### src/include/tx_retry_pkg.sv
// Purpose: Shared constants for the transmit retry and status controller
// Assumes: 32-bit classic Wishbone register bus, byte addresses
// Notes: Status codes and retry limits are fixed by the link behaviour
`default_nettype none
package tx_retry_pkg;

  // ==========================================================
  // Register map (byte addresses)
  localparam logic [7:0] ADDR_CTRL = 8'h00;
  localparam logic [7:0] ADDR_TXREQ = 8'h04;
  localparam logic [7:0] ADDR_TXSTAT = 8'h08;
  localparam logic [7:0] ADDR_IRQ_STAT = 8'h0C;
  localparam logic [7:0] ADDR_IRQ_MASK = 8'h10;

  // ==========================================================
  // Field positions
  localparam int CTRL_MODE_LSB = 0;
  localparam int CTRL_RR_LSB = 8;
  localparam int TXREQ_ID_LSB = 0;
  localparam int TXREQ_BCAST_BIT = 8;
  localparam int TXSTAT_CODE_LSB = 8;
  localparam int TXSTAT_LINK_LSB = 16;
  localparam int TXSTAT_APP_LSB = 24;
  localparam int TXSTAT_BUSY_BIT = 31;
  localparam int IRQ_STATUS_BIT = 0;
  localparam int IRQ_DROP_BIT = 1;
  localparam int IRQ_W = 2;

  // ==========================================================
  // Reset values
  localparam logic [1:0] MODE_RESET = 2'h0;
  localparam logic [7:0] RR_RESET = 8'h00;
  localparam logic [IRQ_W-1:0] IRQ_MASK_RESET = 2'h0;

  // ==========================================================
  // Link behaviour
  localparam logic [1:0] LINK_ATTEMPTS = 2'h3;
  localparam logic [1:0] LINK_RETRIES_MAX = 2'h3;

  // Transmit status codes
  localparam logic [7:0] ST_SUCCESS = 8'h00;
  localparam logic [7:0] ST_NO_ACK = 8'h01;
  localparam logic [7:0] ST_CCA_FAIL = 8'h02;
  localparam logic [7:0] ST_NET_ACK_FAIL = 8'h21;

  // Controller states
  typedef enum logic [1:0] {
    S_IDLE,
    S_SEND,
    S_WAIT,
    S_DONE
  } tx_state_t;

endpackage : tx_retry_pkg

`default_nettype wire

### src/rtl/tx_retry_ctrl.sv
// Purpose: Transmit-side retry engine and status reporter for a radio node
// Assumes: Radio result pins are asynchronous; registers on classic Wishbone
// Notes: One request in flight; requests while busy are dropped and flagged
//   A busy channel uses three attempts per try, recorded as two link retries
//   Result pins are read only on a done toggle, so they must settle first
//
// Implementation choices: the register offsets and the Wishbone interface to the registers.
`timescale 1ns/1ps
`default_nettype none

module tx_retry_ctrl
  import tx_retry_pkg::*;
(
  // Clock and reset
  input wire logic clk,
  input wire logic arst_n,
  // Wishbone slave
  input wire logic wb_cyc_i,
  input wire logic wb_stb_i,
  input wire logic wb_we_i,
  input wire logic [7:0] wb_adr_i,
  input wire logic [3:0] wb_sel_i,
  input wire logic [31:0] wb_dat_i,
  output logic [31:0] wb_dat_o,
  output logic wb_ack_o,
  // Radio transmit request
  output logic radio_start,
  output logic radio_hdr_en,
  output logic radio_dup_detect,
  output logic radio_ack_req,
  output logic radio_broadcast,
  // Radio attempt result (asynchronous)
  input wire logic radio_done_tgl,
  input wire logic radio_cca_fail,
  input wire logic radio_ack_rcvd,
  input wire logic radio_net_ack,
  // Interrupt
  output logic irq
);

  // ==========================================================
  // Declarations
  tx_state_t state_q;
  logic [1:0] mac_mode_setting_q;
  logic [7:0] application_retry_count_q;
  logic [IRQ_W-1:0] irq_stat_q;
  logic [IRQ_W-1:0] irq_mask_q;
  logic [7:0] frame_id_q;
  logic bcast_q;
  logic [1:0] link_try_q;
  logic [7:0] app_try_q;
  logic [7:0] code_q;
  logic [7:0] last_id_q;
  logic [7:0] last_code_q;
  logic [1:0] last_link_q;
  logic [7:0] last_app_q;
  logic [2:0] done_sync_q;
  logic [1:0] cca_sync_q;
  logic [1:0] ack_sync_q;
  logic [1:0] nack_sync_q;
  logic bus_req;
  logic bus_wr;
  logic bus_rd;
  logic req_wr;
  logic done_evt;
  logic hdr_on;
  logic ack_on;
  logic app_on;
  logic app_left;
  logic status_evt;
  logic drop_evt;
  logic [31:0] rd_d;
  logic [7:0] ctrl_lo_d;
  logic [7:0] mask_lo_d;
  logic [IRQ_W-1:0] irq_set;

  // Byte-lane merge for register writes
  function automatic logic [7:0] lane(input logic [3:0] sel, input int idx, input logic [7:0] old_v,
                                      input logic [31:0] wdat);
    lane = sel[idx] ? wdat[idx*8 +: 8] : old_v;
  endfunction : lane

  // ==========================================================
  // Bus decode
  // Access taken on the first cycle of a request, acked the next
  // Writes commit on that first edge, a cycle before the master samples ack;
  // the ack term keeps a request still held in the ack cycle from repeating
  assign bus_req = wb_cyc_i & wb_stb_i & ~wb_ack_o;
  assign bus_wr = bus_req & wb_we_i;
  assign bus_rd = bus_req & ~wb_we_i;
  assign req_wr = bus_wr & (wb_adr_i == ADDR_TXREQ) & wb_sel_i[0];

  // Low byte of the control and mask registers after the write, lanes merged
  assign ctrl_lo_d = lane(wb_sel_i, 0, {6'h00, mac_mode_setting_q}, wb_dat_i);
  assign mask_lo_d = lane(wb_sel_i, 0, {6'h00, irq_mask_q}, wb_dat_i);

  // Mode decode
  assign hdr_on = (mac_mode_setting_q == 2'h0) | (mac_mode_setting_q == 2'h3);
  assign ack_on = (mac_mode_setting_q == 2'h0) | (mac_mode_setting_q == 2'h2);
  // Count 0 with the header on behaves as no application retries
  assign app_on = hdr_on & (application_retry_count_q != 8'h00);
  assign app_left = app_on & (app_try_q < application_retry_count_q);

  // ==========================================================
  // Result pin synchronisers
  // Levels share the toggle's two stages, so each level is read in the
  // cycle its toggle edge shows; the third toggle stage finds that edge
  always_ff @(posedge clk or negedge arst_n) begin
    if (!arst_n) begin
      done_sync_q <= 3'h0;
      cca_sync_q <= 2'h0;
      ack_sync_q <= 2'h0;
      nack_sync_q <= 2'h0;
    end else begin
      done_sync_q <= {done_sync_q[1:0], radio_done_tgl};
      cca_sync_q <= {cca_sync_q[0], radio_cca_fail};
      ack_sync_q <= {ack_sync_q[0], radio_ack_rcvd};
      nack_sync_q <= {nack_sync_q[0], radio_net_ack};
    end
  end

  // Toggle edge after both stages
  assign done_evt = done_sync_q[2] ^ done_sync_q[1];

  // ==========================================================
  // Configuration registers
  always_ff @(posedge clk or negedge arst_n) begin
    if (!arst_n) begin
      mac_mode_setting_q <= MODE_RESET;
      application_retry_count_q <= RR_RESET;
      irq_mask_q <= IRQ_MASK_RESET;
    end else if (bus_wr) begin
      if (wb_adr_i == ADDR_CTRL) begin
        mac_mode_setting_q <= ctrl_lo_d[CTRL_MODE_LSB +: 2];
        application_retry_count_q <= lane(wb_sel_i, 1, application_retry_count_q, wb_dat_i);
      end
      if (wb_adr_i == ADDR_IRQ_MASK) begin
        irq_mask_q <= mask_lo_d[IRQ_W-1:0];
      end
    end
  end

  // ==========================================================
  // Retry engine
  // A done toggle outside the wait state is ignored, so a late result
  // from a finished request cannot end the next one
  always_ff @(posedge clk or negedge arst_n) begin
    if (!arst_n) begin
      state_q <= S_IDLE;
      frame_id_q <= 8'h00;
      bcast_q <= 1'b0;
      link_try_q <= 2'h0;
      app_try_q <= 8'h00;
      code_q <= ST_SUCCESS;
    end else begin
      unique case (state_q)
        S_IDLE: begin
          if (req_wr) begin
            frame_id_q <= wb_dat_i[TXREQ_ID_LSB +: 8];
            bcast_q <= wb_dat_i[TXREQ_BCAST_BIT];
            link_try_q <= 2'h0;
            app_try_q <= 8'h00;
            state_q <= S_SEND;
          end
        end
        S_SEND: begin
          state_q <= S_WAIT;
        end
        S_WAIT: begin
          if (done_evt) begin
            if (cca_sync_q[1]) begin
              // Busy channel: link attempts first, then application tries
              if (link_try_q < LINK_ATTEMPTS - 2'h1) begin
                link_try_q <= link_try_q + 2'h1;
                state_q <= S_SEND;
              end else if (app_left && !bcast_q) begin
                app_try_q <= app_try_q + 8'h01;
                link_try_q <= 2'h0;
                state_q <= S_SEND;
              end else begin
                code_q <= ST_CCA_FAIL;
                state_q <= S_DONE;
              end
            end else if (bcast_q) begin
              code_q <= ST_SUCCESS;
              state_q <= S_DONE;
            end else if (ack_on && !ack_sync_q[1]) begin
              // No link acknowledgment: resend up to the link limit
              if (link_try_q < LINK_RETRIES_MAX) begin
                link_try_q <= link_try_q + 2'h1;
                state_q <= S_SEND;
              end else if (app_left) begin
                app_try_q <= app_try_q + 8'h01;
                link_try_q <= 2'h0;
                state_q <= S_SEND;
              end else begin
                code_q <= app_on ? ST_NET_ACK_FAIL : ST_NO_ACK;
                state_q <= S_DONE;
              end
            end else if (app_on && !nack_sync_q[1]) begin
              // Link ok but no application-level acknowledgment
              if (app_left) begin
                app_try_q <= app_try_q + 8'h01;
                link_try_q <= 2'h0;
                state_q <= S_SEND;
              end else begin
                code_q <= ST_NET_ACK_FAIL;
                state_q <= S_DONE;
              end
            end else begin
              code_q <= ST_SUCCESS;
              state_q <= S_DONE;
            end
          end
        end
        S_DONE: begin
          state_q <= S_IDLE;
        end
      endcase
    end
  end

  // ==========================================================
  // Radio request outputs, launched once per attempt
  // Flags stay latched between launches so the far side never sees them move
  always_ff @(posedge clk or negedge arst_n) begin
    if (!arst_n) begin
      radio_start <= 1'b0;
      radio_hdr_en <= 1'b0;
      radio_dup_detect <= 1'b0;
      radio_ack_req <= 1'b0;
      radio_broadcast <= 1'b0;
    end else begin
      radio_start <= (state_q == S_SEND);
      if (state_q == S_SEND) begin
        radio_hdr_en <= hdr_on;
        radio_dup_detect <= hdr_on;
        radio_ack_req <= ack_on & ~bcast_q;
        radio_broadcast <= bcast_q;
      end
    end
  end

  // ==========================================================
  // Transmit status record
  assign status_evt = (state_q == S_DONE) & (frame_id_q != 8'h00);
  // A request that finds the engine busy is lost; only its flag remains
  assign drop_evt = req_wr & (state_q != S_IDLE);

  always_ff @(posedge clk or negedge arst_n) begin
    if (!arst_n) begin
      last_id_q <= 8'h00;
      last_code_q <= ST_SUCCESS;
      last_link_q <= 2'h0;
      last_app_q <= 8'h00;
    end else if (status_evt) begin
      last_id_q <= frame_id_q;
      last_code_q <= code_q;
      last_link_q <= link_try_q;
      last_app_q <= app_try_q;
    end
  end

  // ==========================================================
  // Event vector in status-bit order
  always_comb begin
    irq_set = 2'h0;
    irq_set[IRQ_STATUS_BIT] = status_evt;
    irq_set[IRQ_DROP_BIT] = drop_evt;
  end

  // Interrupt status: set wins over read clear
  always_ff @(posedge clk or negedge arst_n) begin
    if (!arst_n) begin
      irq_stat_q <= 2'h0;
    end else begin
      irq_stat_q <= ((bus_rd && wb_adr_i == ADDR_IRQ_STAT) ? 2'h0 : irq_stat_q)
                    | irq_set;
    end
  end

  // Level interrupt, one cycle behind the status bits
  always_ff @(posedge clk or negedge arst_n) begin
    if (!arst_n) begin
      irq <= 1'b0;
    end else begin
      irq <= |(irq_stat_q & irq_mask_q);
    end
  end

  // ==========================================================
  // Read mux
  // Unmapped offsets read as zero and are still acked
  always_comb begin
    rd_d = 32'h0000_0000;
    unique case (wb_adr_i)
      ADDR_CTRL: begin
        rd_d[CTRL_MODE_LSB +: 2] = mac_mode_setting_q;
        rd_d[CTRL_RR_LSB +: 8] = application_retry_count_q;
      end
      ADDR_TXREQ: begin
        rd_d[TXREQ_ID_LSB +: 8] = frame_id_q;
        rd_d[TXREQ_BCAST_BIT] = bcast_q;
      end
      ADDR_TXSTAT: begin
        rd_d[7:0] = last_id_q;
        rd_d[TXSTAT_CODE_LSB +: 8] = last_code_q;
        rd_d[TXSTAT_LINK_LSB +: 2] = last_link_q;
        rd_d[TXSTAT_APP_LSB +: 7] = last_app_q[6:0];
        rd_d[TXSTAT_BUSY_BIT] = (state_q != S_IDLE);
      end
      ADDR_IRQ_STAT: rd_d[IRQ_W-1:0] = irq_stat_q;
      ADDR_IRQ_MASK: rd_d[IRQ_W-1:0] = irq_mask_q;
      default: rd_d = 32'h0000_0000;
    endcase
  end

  // Bus answer: ack one cycle after the request is seen
  always_ff @(posedge clk or negedge arst_n) begin
    if (!arst_n) begin
      wb_ack_o <= 1'b0;
      wb_dat_o <= 32'h0000_0000;
    end else begin
      wb_ack_o <= bus_req;
      wb_dat_o <= bus_rd ? rd_d : 32'h0000_0000;
    end
  end

endmodule : tx_retry_ctrl

`default_nettype wire

### config.mk
export PLATFORM = sky130hd
export DESIGN_NAME = tx_retry_ctrl
export DESIGN_NICKNAME = d
export VERILOG_FILES = /design/src/include/tx_retry_pkg.sv /design/src/rtl/tx_retry_ctrl.sv
export SDC_FILE = /design/constraint.sdc
export NUM_CORES = 1
export LEC_CHECK = 0
export BUFFER_PORTS_ARGS = -buffer_cell sky130_fd_sc_hd__buf_4
export CORE_MARGIN = 2
export CORE_UTILIZATION = 49
export CTS_BUF_LIST = sky130_fd_sc_hd__clkbuf_8 sky130_fd_sc_hd__clkbuf_16
export DETAILED_ROUTE_END_ITERATION = 12
export GPL_ROUTABILITY_DRIVEN = 1
export GPL_TIMING_DRIVEN = 0
export PLACE_DENSITY = 0.76
export SYNTH_ARGS = -nofsm -noshare
export SYNTH_HDL_FRONTEND = slang
export SYNTH_SLANG_ARGS = --single-unit
### constraint.sdc
create_clock -name clk -period 2.29 [get_ports clk]
set_clock_uncertainty 0.1 [all_clocks]
set_input_delay 0 -clock clk [delete_from_list [all_inputs] [get_ports clk]]
set_output_delay 0 -clock clk [all_outputs]
set_load 0.02 [all_outputs]
# Word level (Yosys, flattened, before mapping)
# Cells that the tools add are included.
dict set report classes {
  add_sub_neg 2
  n_lt_le_gt_ge 3
  eq_ne 22
  n_mux 51
  n_bitwise 19
  reduce_logical 23
}
# operator count
set op_table {}
lappend op_table {{$mux W8} 20}
lappend op_table {{$mux W2} 22}
lappend op_table {{$mux W32} 1}
lappend op_table {{$ne A4 B4 Y1 const B} 6}
lappend op_table {{$eq A8 B4 Y1 const B} 2}
lappend op_table {{$pmux W8 S2} 1}
lappend op_table {{$reduce_bool A8 Y1} 2}
lappend op_table {{$pmux W7 S2} 1}
lappend op_table {{$pmux W6 S2} 1}
lappend op_table {{$and A1 B1 Y1} 11}
lappend op_table {{$pmux W2 S5} 1}
lappend op_table {{$ne A3 B3 Y1 const B} 3}
lappend op_table {{$reduce_and A3 Y1} 3}
lappend op_table {{$add A8 B1 Y8 const B} 1}
lappend op_table {{$eq A2 B2 Y1 const B} 4}
lappend op_table {{$eq A8 B3 Y1 const B} 1}
lappend op_table {{$eq A8 B5 Y1 const B} 1}
lappend op_table {{$logic_not A8 Y1} 1}
lappend op_table {{$lt A8 B8 Y1} 1}
lappend op_table {{$ne A2 B2 Y1 const B} 4}
lappend op_table {{$pmux W2 S4} 1}
lappend op_table {{$reduce_and A8 Y1} 1}
lappend op_table {{$reduce_and A7 Y1} 1}
lappend op_table {{$mux W6} 1}
lappend op_table {{17 further kinds} 29}
dict set report word_totals {
  regBits 115
}

# Depth between registers and ports, before layout
dict set report depth {
  ltp_word 11
  ltp_mapped 10
  ltp_nobuf 9
}

# Least setup slack after synthesis
# No wires, ideal clock.
dict set report synth_path {
  kind {register to register}
  start {reg application_retry_count_q[7]}
  end {reg app_try_q[7]}
  setup_ns 0.078
  arrival_time_ns 2.289
  required_time_ns 2.112
  path_slack_ns -0.176
  path_stages_with_launch 10
  n_path_buf 0
  cell_sequence {dfrtp_1 -> inv_1 -> ha_1 -> and4_1 -> a21oi_1 -> o21ai_0 -> o311ai_2 -> o311ai_4 -> or4_1 -> a21oi_1}
}
dict set report synth_via {
  elab_chain_len 10
  word_cells_on_any_way 17
}
# item line
set synth_lines {}
lappend synth_lines {{start, declared} tx_retry_ctrl.sv:45} ;# logic [7:0] application_retry_count_q;
lappend synth_lines {{start signal, assigned} tx_retry_ctrl.sv:135} ;# application_retry_count_q <= lane(wb_sel_i, 1, application_retry_count_q, wb_dat_i);
lappend synth_lines {{parallel branches: the longest is 10 deep, another holds $lt A8 B8 Y1} -}
lappend synth_lines {{end signal, assigned} tx_retry_ctrl.sv:177} ;# app_try_q <= app_try_q + 8'h01;
lappend synth_lines {{end signal, assigned} tx_retry_ctrl.sv:193} ;# app_try_q <= app_try_q + 8'h01;
lappend synth_lines {{end signal, assigned} tx_retry_ctrl.sv:203} ;# app_try_q <= app_try_q + 8'h01;
lappend synth_lines {{end, declared} tx_retry_ctrl.sv:51} ;# logic [7:0] app_try_q;
# Several ways; the timed one is not identified. The select of a mux whose other input is x is not followed.
# A chain may end at the register's enable or synchronous reset.

# Worst setup path after layout
dict set report layout_path {
  start {reg application_retry_count_q[5]}
  end {reg app_try_q[7]}
}
# Same word-level chain as after synthesis.

==> results.md <==
* Status: complete, but fails checks
* Failing checks: setup timing
* Critical path arrival at 2.81 ns
* Final Slew Violations at 0
* Total chip power at 3.99 mW
* Post-Syn Area at 4310 um2
* Top FF cell, synth: dfrtp_1
* IO buf count at 64
* Syn avg cell area at 11.8 um2
* CTS Buf Count at 9
* Final Hold Fails at 0
* Die X-Extent at 97.8 um
* Max-cap violations at 0
* CP Launch Type: flip-flop
* Core area at 8640 um2
* Per-cell routed wire length at 17.7 um
* Vias in the first global route at 3315
* Post-synth cell types at 48
* Post-synth top area share at 57.4%
* Worst path required time at 2.48 ns
* Critical setup path kind: reg2reg
* Initial antenna violation count at 0
* Fillers at 599
* WL final at 11.0 mm
* CTS tree: done
* First-pass GRT wire length at 16.6 mm
* Ports at 92
* Final period util at 114%
* DR DRC count at 0
* Crit-path slowest cell: or4_1
* Relative slew slack at 18.7%
* Crit path top cell by count: o311ai_4
* Largest cells by area after synthesis: dfrtp_1 (57%), mux2_2 (8.9%), nand2_1 (3.8%)
* GP Congestion at 0.961
* DIE AREA at 9570 um2
* ANT cells at 0
* Crit-path cells: inv_2 -> ha_4 -> a211o_1 -> o211ai_1 -> nand3_1 -> o311ai_4 -> o311ai_4 -> or4_1 -> a21oi_1
* Root Driver: clkbuf_8
* Post-route ant nets at 0
* GRT busiest layer: met2
* PD cells at 669 nW/um2
* Routing usage on met2 at 35.8%
* Type of the most critical hold path: in2async
* Die Ht at 97.8 um
* Worst vdd ir at 0.000432 V
* Crit. End Element: flip-flop
* Post-synth EDFFs at 0
* Largest net degree at the start of global routing at 100
* Area Growth Syn to Fin at 38.2%
* Initial DRC Count at 171
* H-tree level count at 3
* Layout Nets at 573
* F_max at 0.382 GHz
* P_leak at 2.93 nW
* Site row count at 34
* RSZ-0062 raised after global routing: yes
* Detailed placer's ending HPWL at 6.40 mm
* Final worst path period need at 2.62 ns
* GR Util met1 at 29.2%
* Yosys top cell by area: dfrtp_1
* Clock sinks at 99
* GR Layer Usage met3 at 4.15%
* Share of post-route cells with drive strength above 1 at 38.9%
* Vias/cell at 5.42
* Sequential share of the synthesized area at 57.4%
* Share of synthesized flip-flops with an asynchronous set or reset at 100%
* Via count at 3359
* Initial Util at 50.0%
* Syn Inst Count at 367
* Pre-antenna DRT Iters at 4
* Congestion Overflow GR at 0
* CP Max Fanout at 7
* Clock-pin slew of the registers on the worst-case setup and hold paths at 0.10 ns
* Pre-CTS setup slack at -0.321 ns
* Total GRT Usage at 21.9%
* Hold WS at 0.0251 ns
* Clock Tree Buf Depth at 2
* Synth warnings at 0
* #FFs+latches synth at 99
* Worst skew pair latency at 0.37 ns
* Slew @ Worst Pin at 1.21 ns
* Final Setup Violations at 14
* Max incr delay on CP at 0.46 ns
* Final Worst Setup Slack at -0.325 ns
==> where the power goes <==
group | switching [mW] | total [mW] | internal [mW]
registers | 0.111 | 1.95 | 1.84
clock network | 0.659 | 1.08 | 0.417
logic | 0.499 | 0.963 | 0.464
==> Yosys cell counts (7+ instances only) <==
cell	n
nand3_1	9
nand2_1	44
dfrtp_1	99
o21ai_0	17
ha_1	13
clkbuf_1	10
a21oi_1	12
and2_1	17
nor2_1	13
nand2b_1	7
a22o_1	10
buf_4	7
mux2_2	34
inv_1	17
==> kinds of logic after synthesis <==
kind of cell / synth area share (%)
AND/OR/NAND/NOR: 14.6
flip-flops: 57.4
AO/OA/AOI/OAI: 10.0
multiplexers: 10.2
buffers and inverters: 3.68
adder cells (fa/ha/maj): 3.77
other: 0.0869
XOR/XNOR: 0.203
==> registers in the layout, summed over array words and instances (netlist names), 3 cells and up <==
| register | count |
|---|---|
| app_try_q | 8 |
| application_retry_count_q | 8 |
| code_q | 3 |
| done_sync_q | 3 |
| frame_id_q | 8 |
| last_app_q | 7 |
| last_code_q | 3 |
| last_id_q | 8 |
| wb_dat_o | 26 |
==> worst max-delay path, delay by kind of cell (launching register included) <==
kind	cells	cell delay [ns]
AOI/OAI and AO/OA	5	1.10
and+or+nand+nor	2	0.66
buffers and inverters	1	0.08
DFF	1	0.41
adders and majority gates	1	0.21
==> per-stage QoR <==
stage	area (um2)	utilization, %	std cells	TNS, ns
2_1_floorplan	4350	-	372	-0.0992
3_3_place_gp	4960	57.4	544	-3.12
3_5_place_dp	4960	57.4	544	-4.68
4_1_cts	5720	66.3	609	-1.50
5_1_grt	5960	69.0	620	-3.61
6_report	5960	69.0	620	-3.08
==> layer usage <==
layer / vias up / share of wire (%)
met4: 0 / 3.1
met1: 1656 / 42
met3: 30 / 4.9
met2: 118 / 50
li1: 1555 / -
met5: - / 0
==> worst paths after layout <==
| kind | start | end | slack, ns | depth (start not counted) |
|---|---|---|---|---|
| max in group asynchronous | arst_n | application_retry_count_q[2] | 1.35 | 3 |
| min in group clk | wb_adr_i[3] | irq_stat_q[0] | 0.03 | 3 |
| min | arst_n | frame_id_q[4] | 0.03 | 2 |
| max | application_retry_count_q[5] | app_try_q[7] | -0.33 | 9 |
| max reg2reg | application_retry_count_q[5] | app_try_q[7] | -0.33 | 9 |
| min reg2reg | cca_sync_q[0] | cca_sync_q[1] | 0.26 | 0 |
==> cell usage in the layout, fill, tap and decap left out, types with 3 or more instances in the layout <==
cell	n
dfrtp_1	95
buf_4	93
nand2_1	42
mux2_2	33
dlygate4sd3_1	31
and2_1	17
inv_1	14
nor2_1	11
o21ai_0	11
a22o_1	10
ha_1	10
a21oi_1	9
clkbuf_8	9
nand3_1	8
clkbuf_1	7
conb_1	6
nand2b_1	5
o21ai_1	5
buf_6	5
nor3_1	4
a21o_1	4
or3_1	4
dfrtp_2	4
inv_6	4
inv_2	3
clkbuf_2	3
nor4_1	3
nor4_4	3
and3_1	3
or2_2	3
ha_4	3
==> layout make-up <==
cell class	instances	area [um2]	share of cell area (%)
clock buffers	9	124	2.08
plain buffers	18	105	1.76
multi-input cells	238	1950	32.7
clock inverters	7	58.8	0.986
flip-flops and latches	99	2480	41.6
repair buffers	124	1050	17.5
inverters	17	63.8	1.07
well taps	108	135	2.27
==> repair_timing <==
action | in CTS | in global routing
hold buffers | 32 | 0
resized for setup | 27 | 36
cloned | 0 | 1
setup endpoints to repair | 22 | 35
endpoints found under the hold margin | 138 | 0
setup buffers | 17 | 9
pin swaps | 20 | 12
Note: power is estimated with default switching activity, not from simulation.
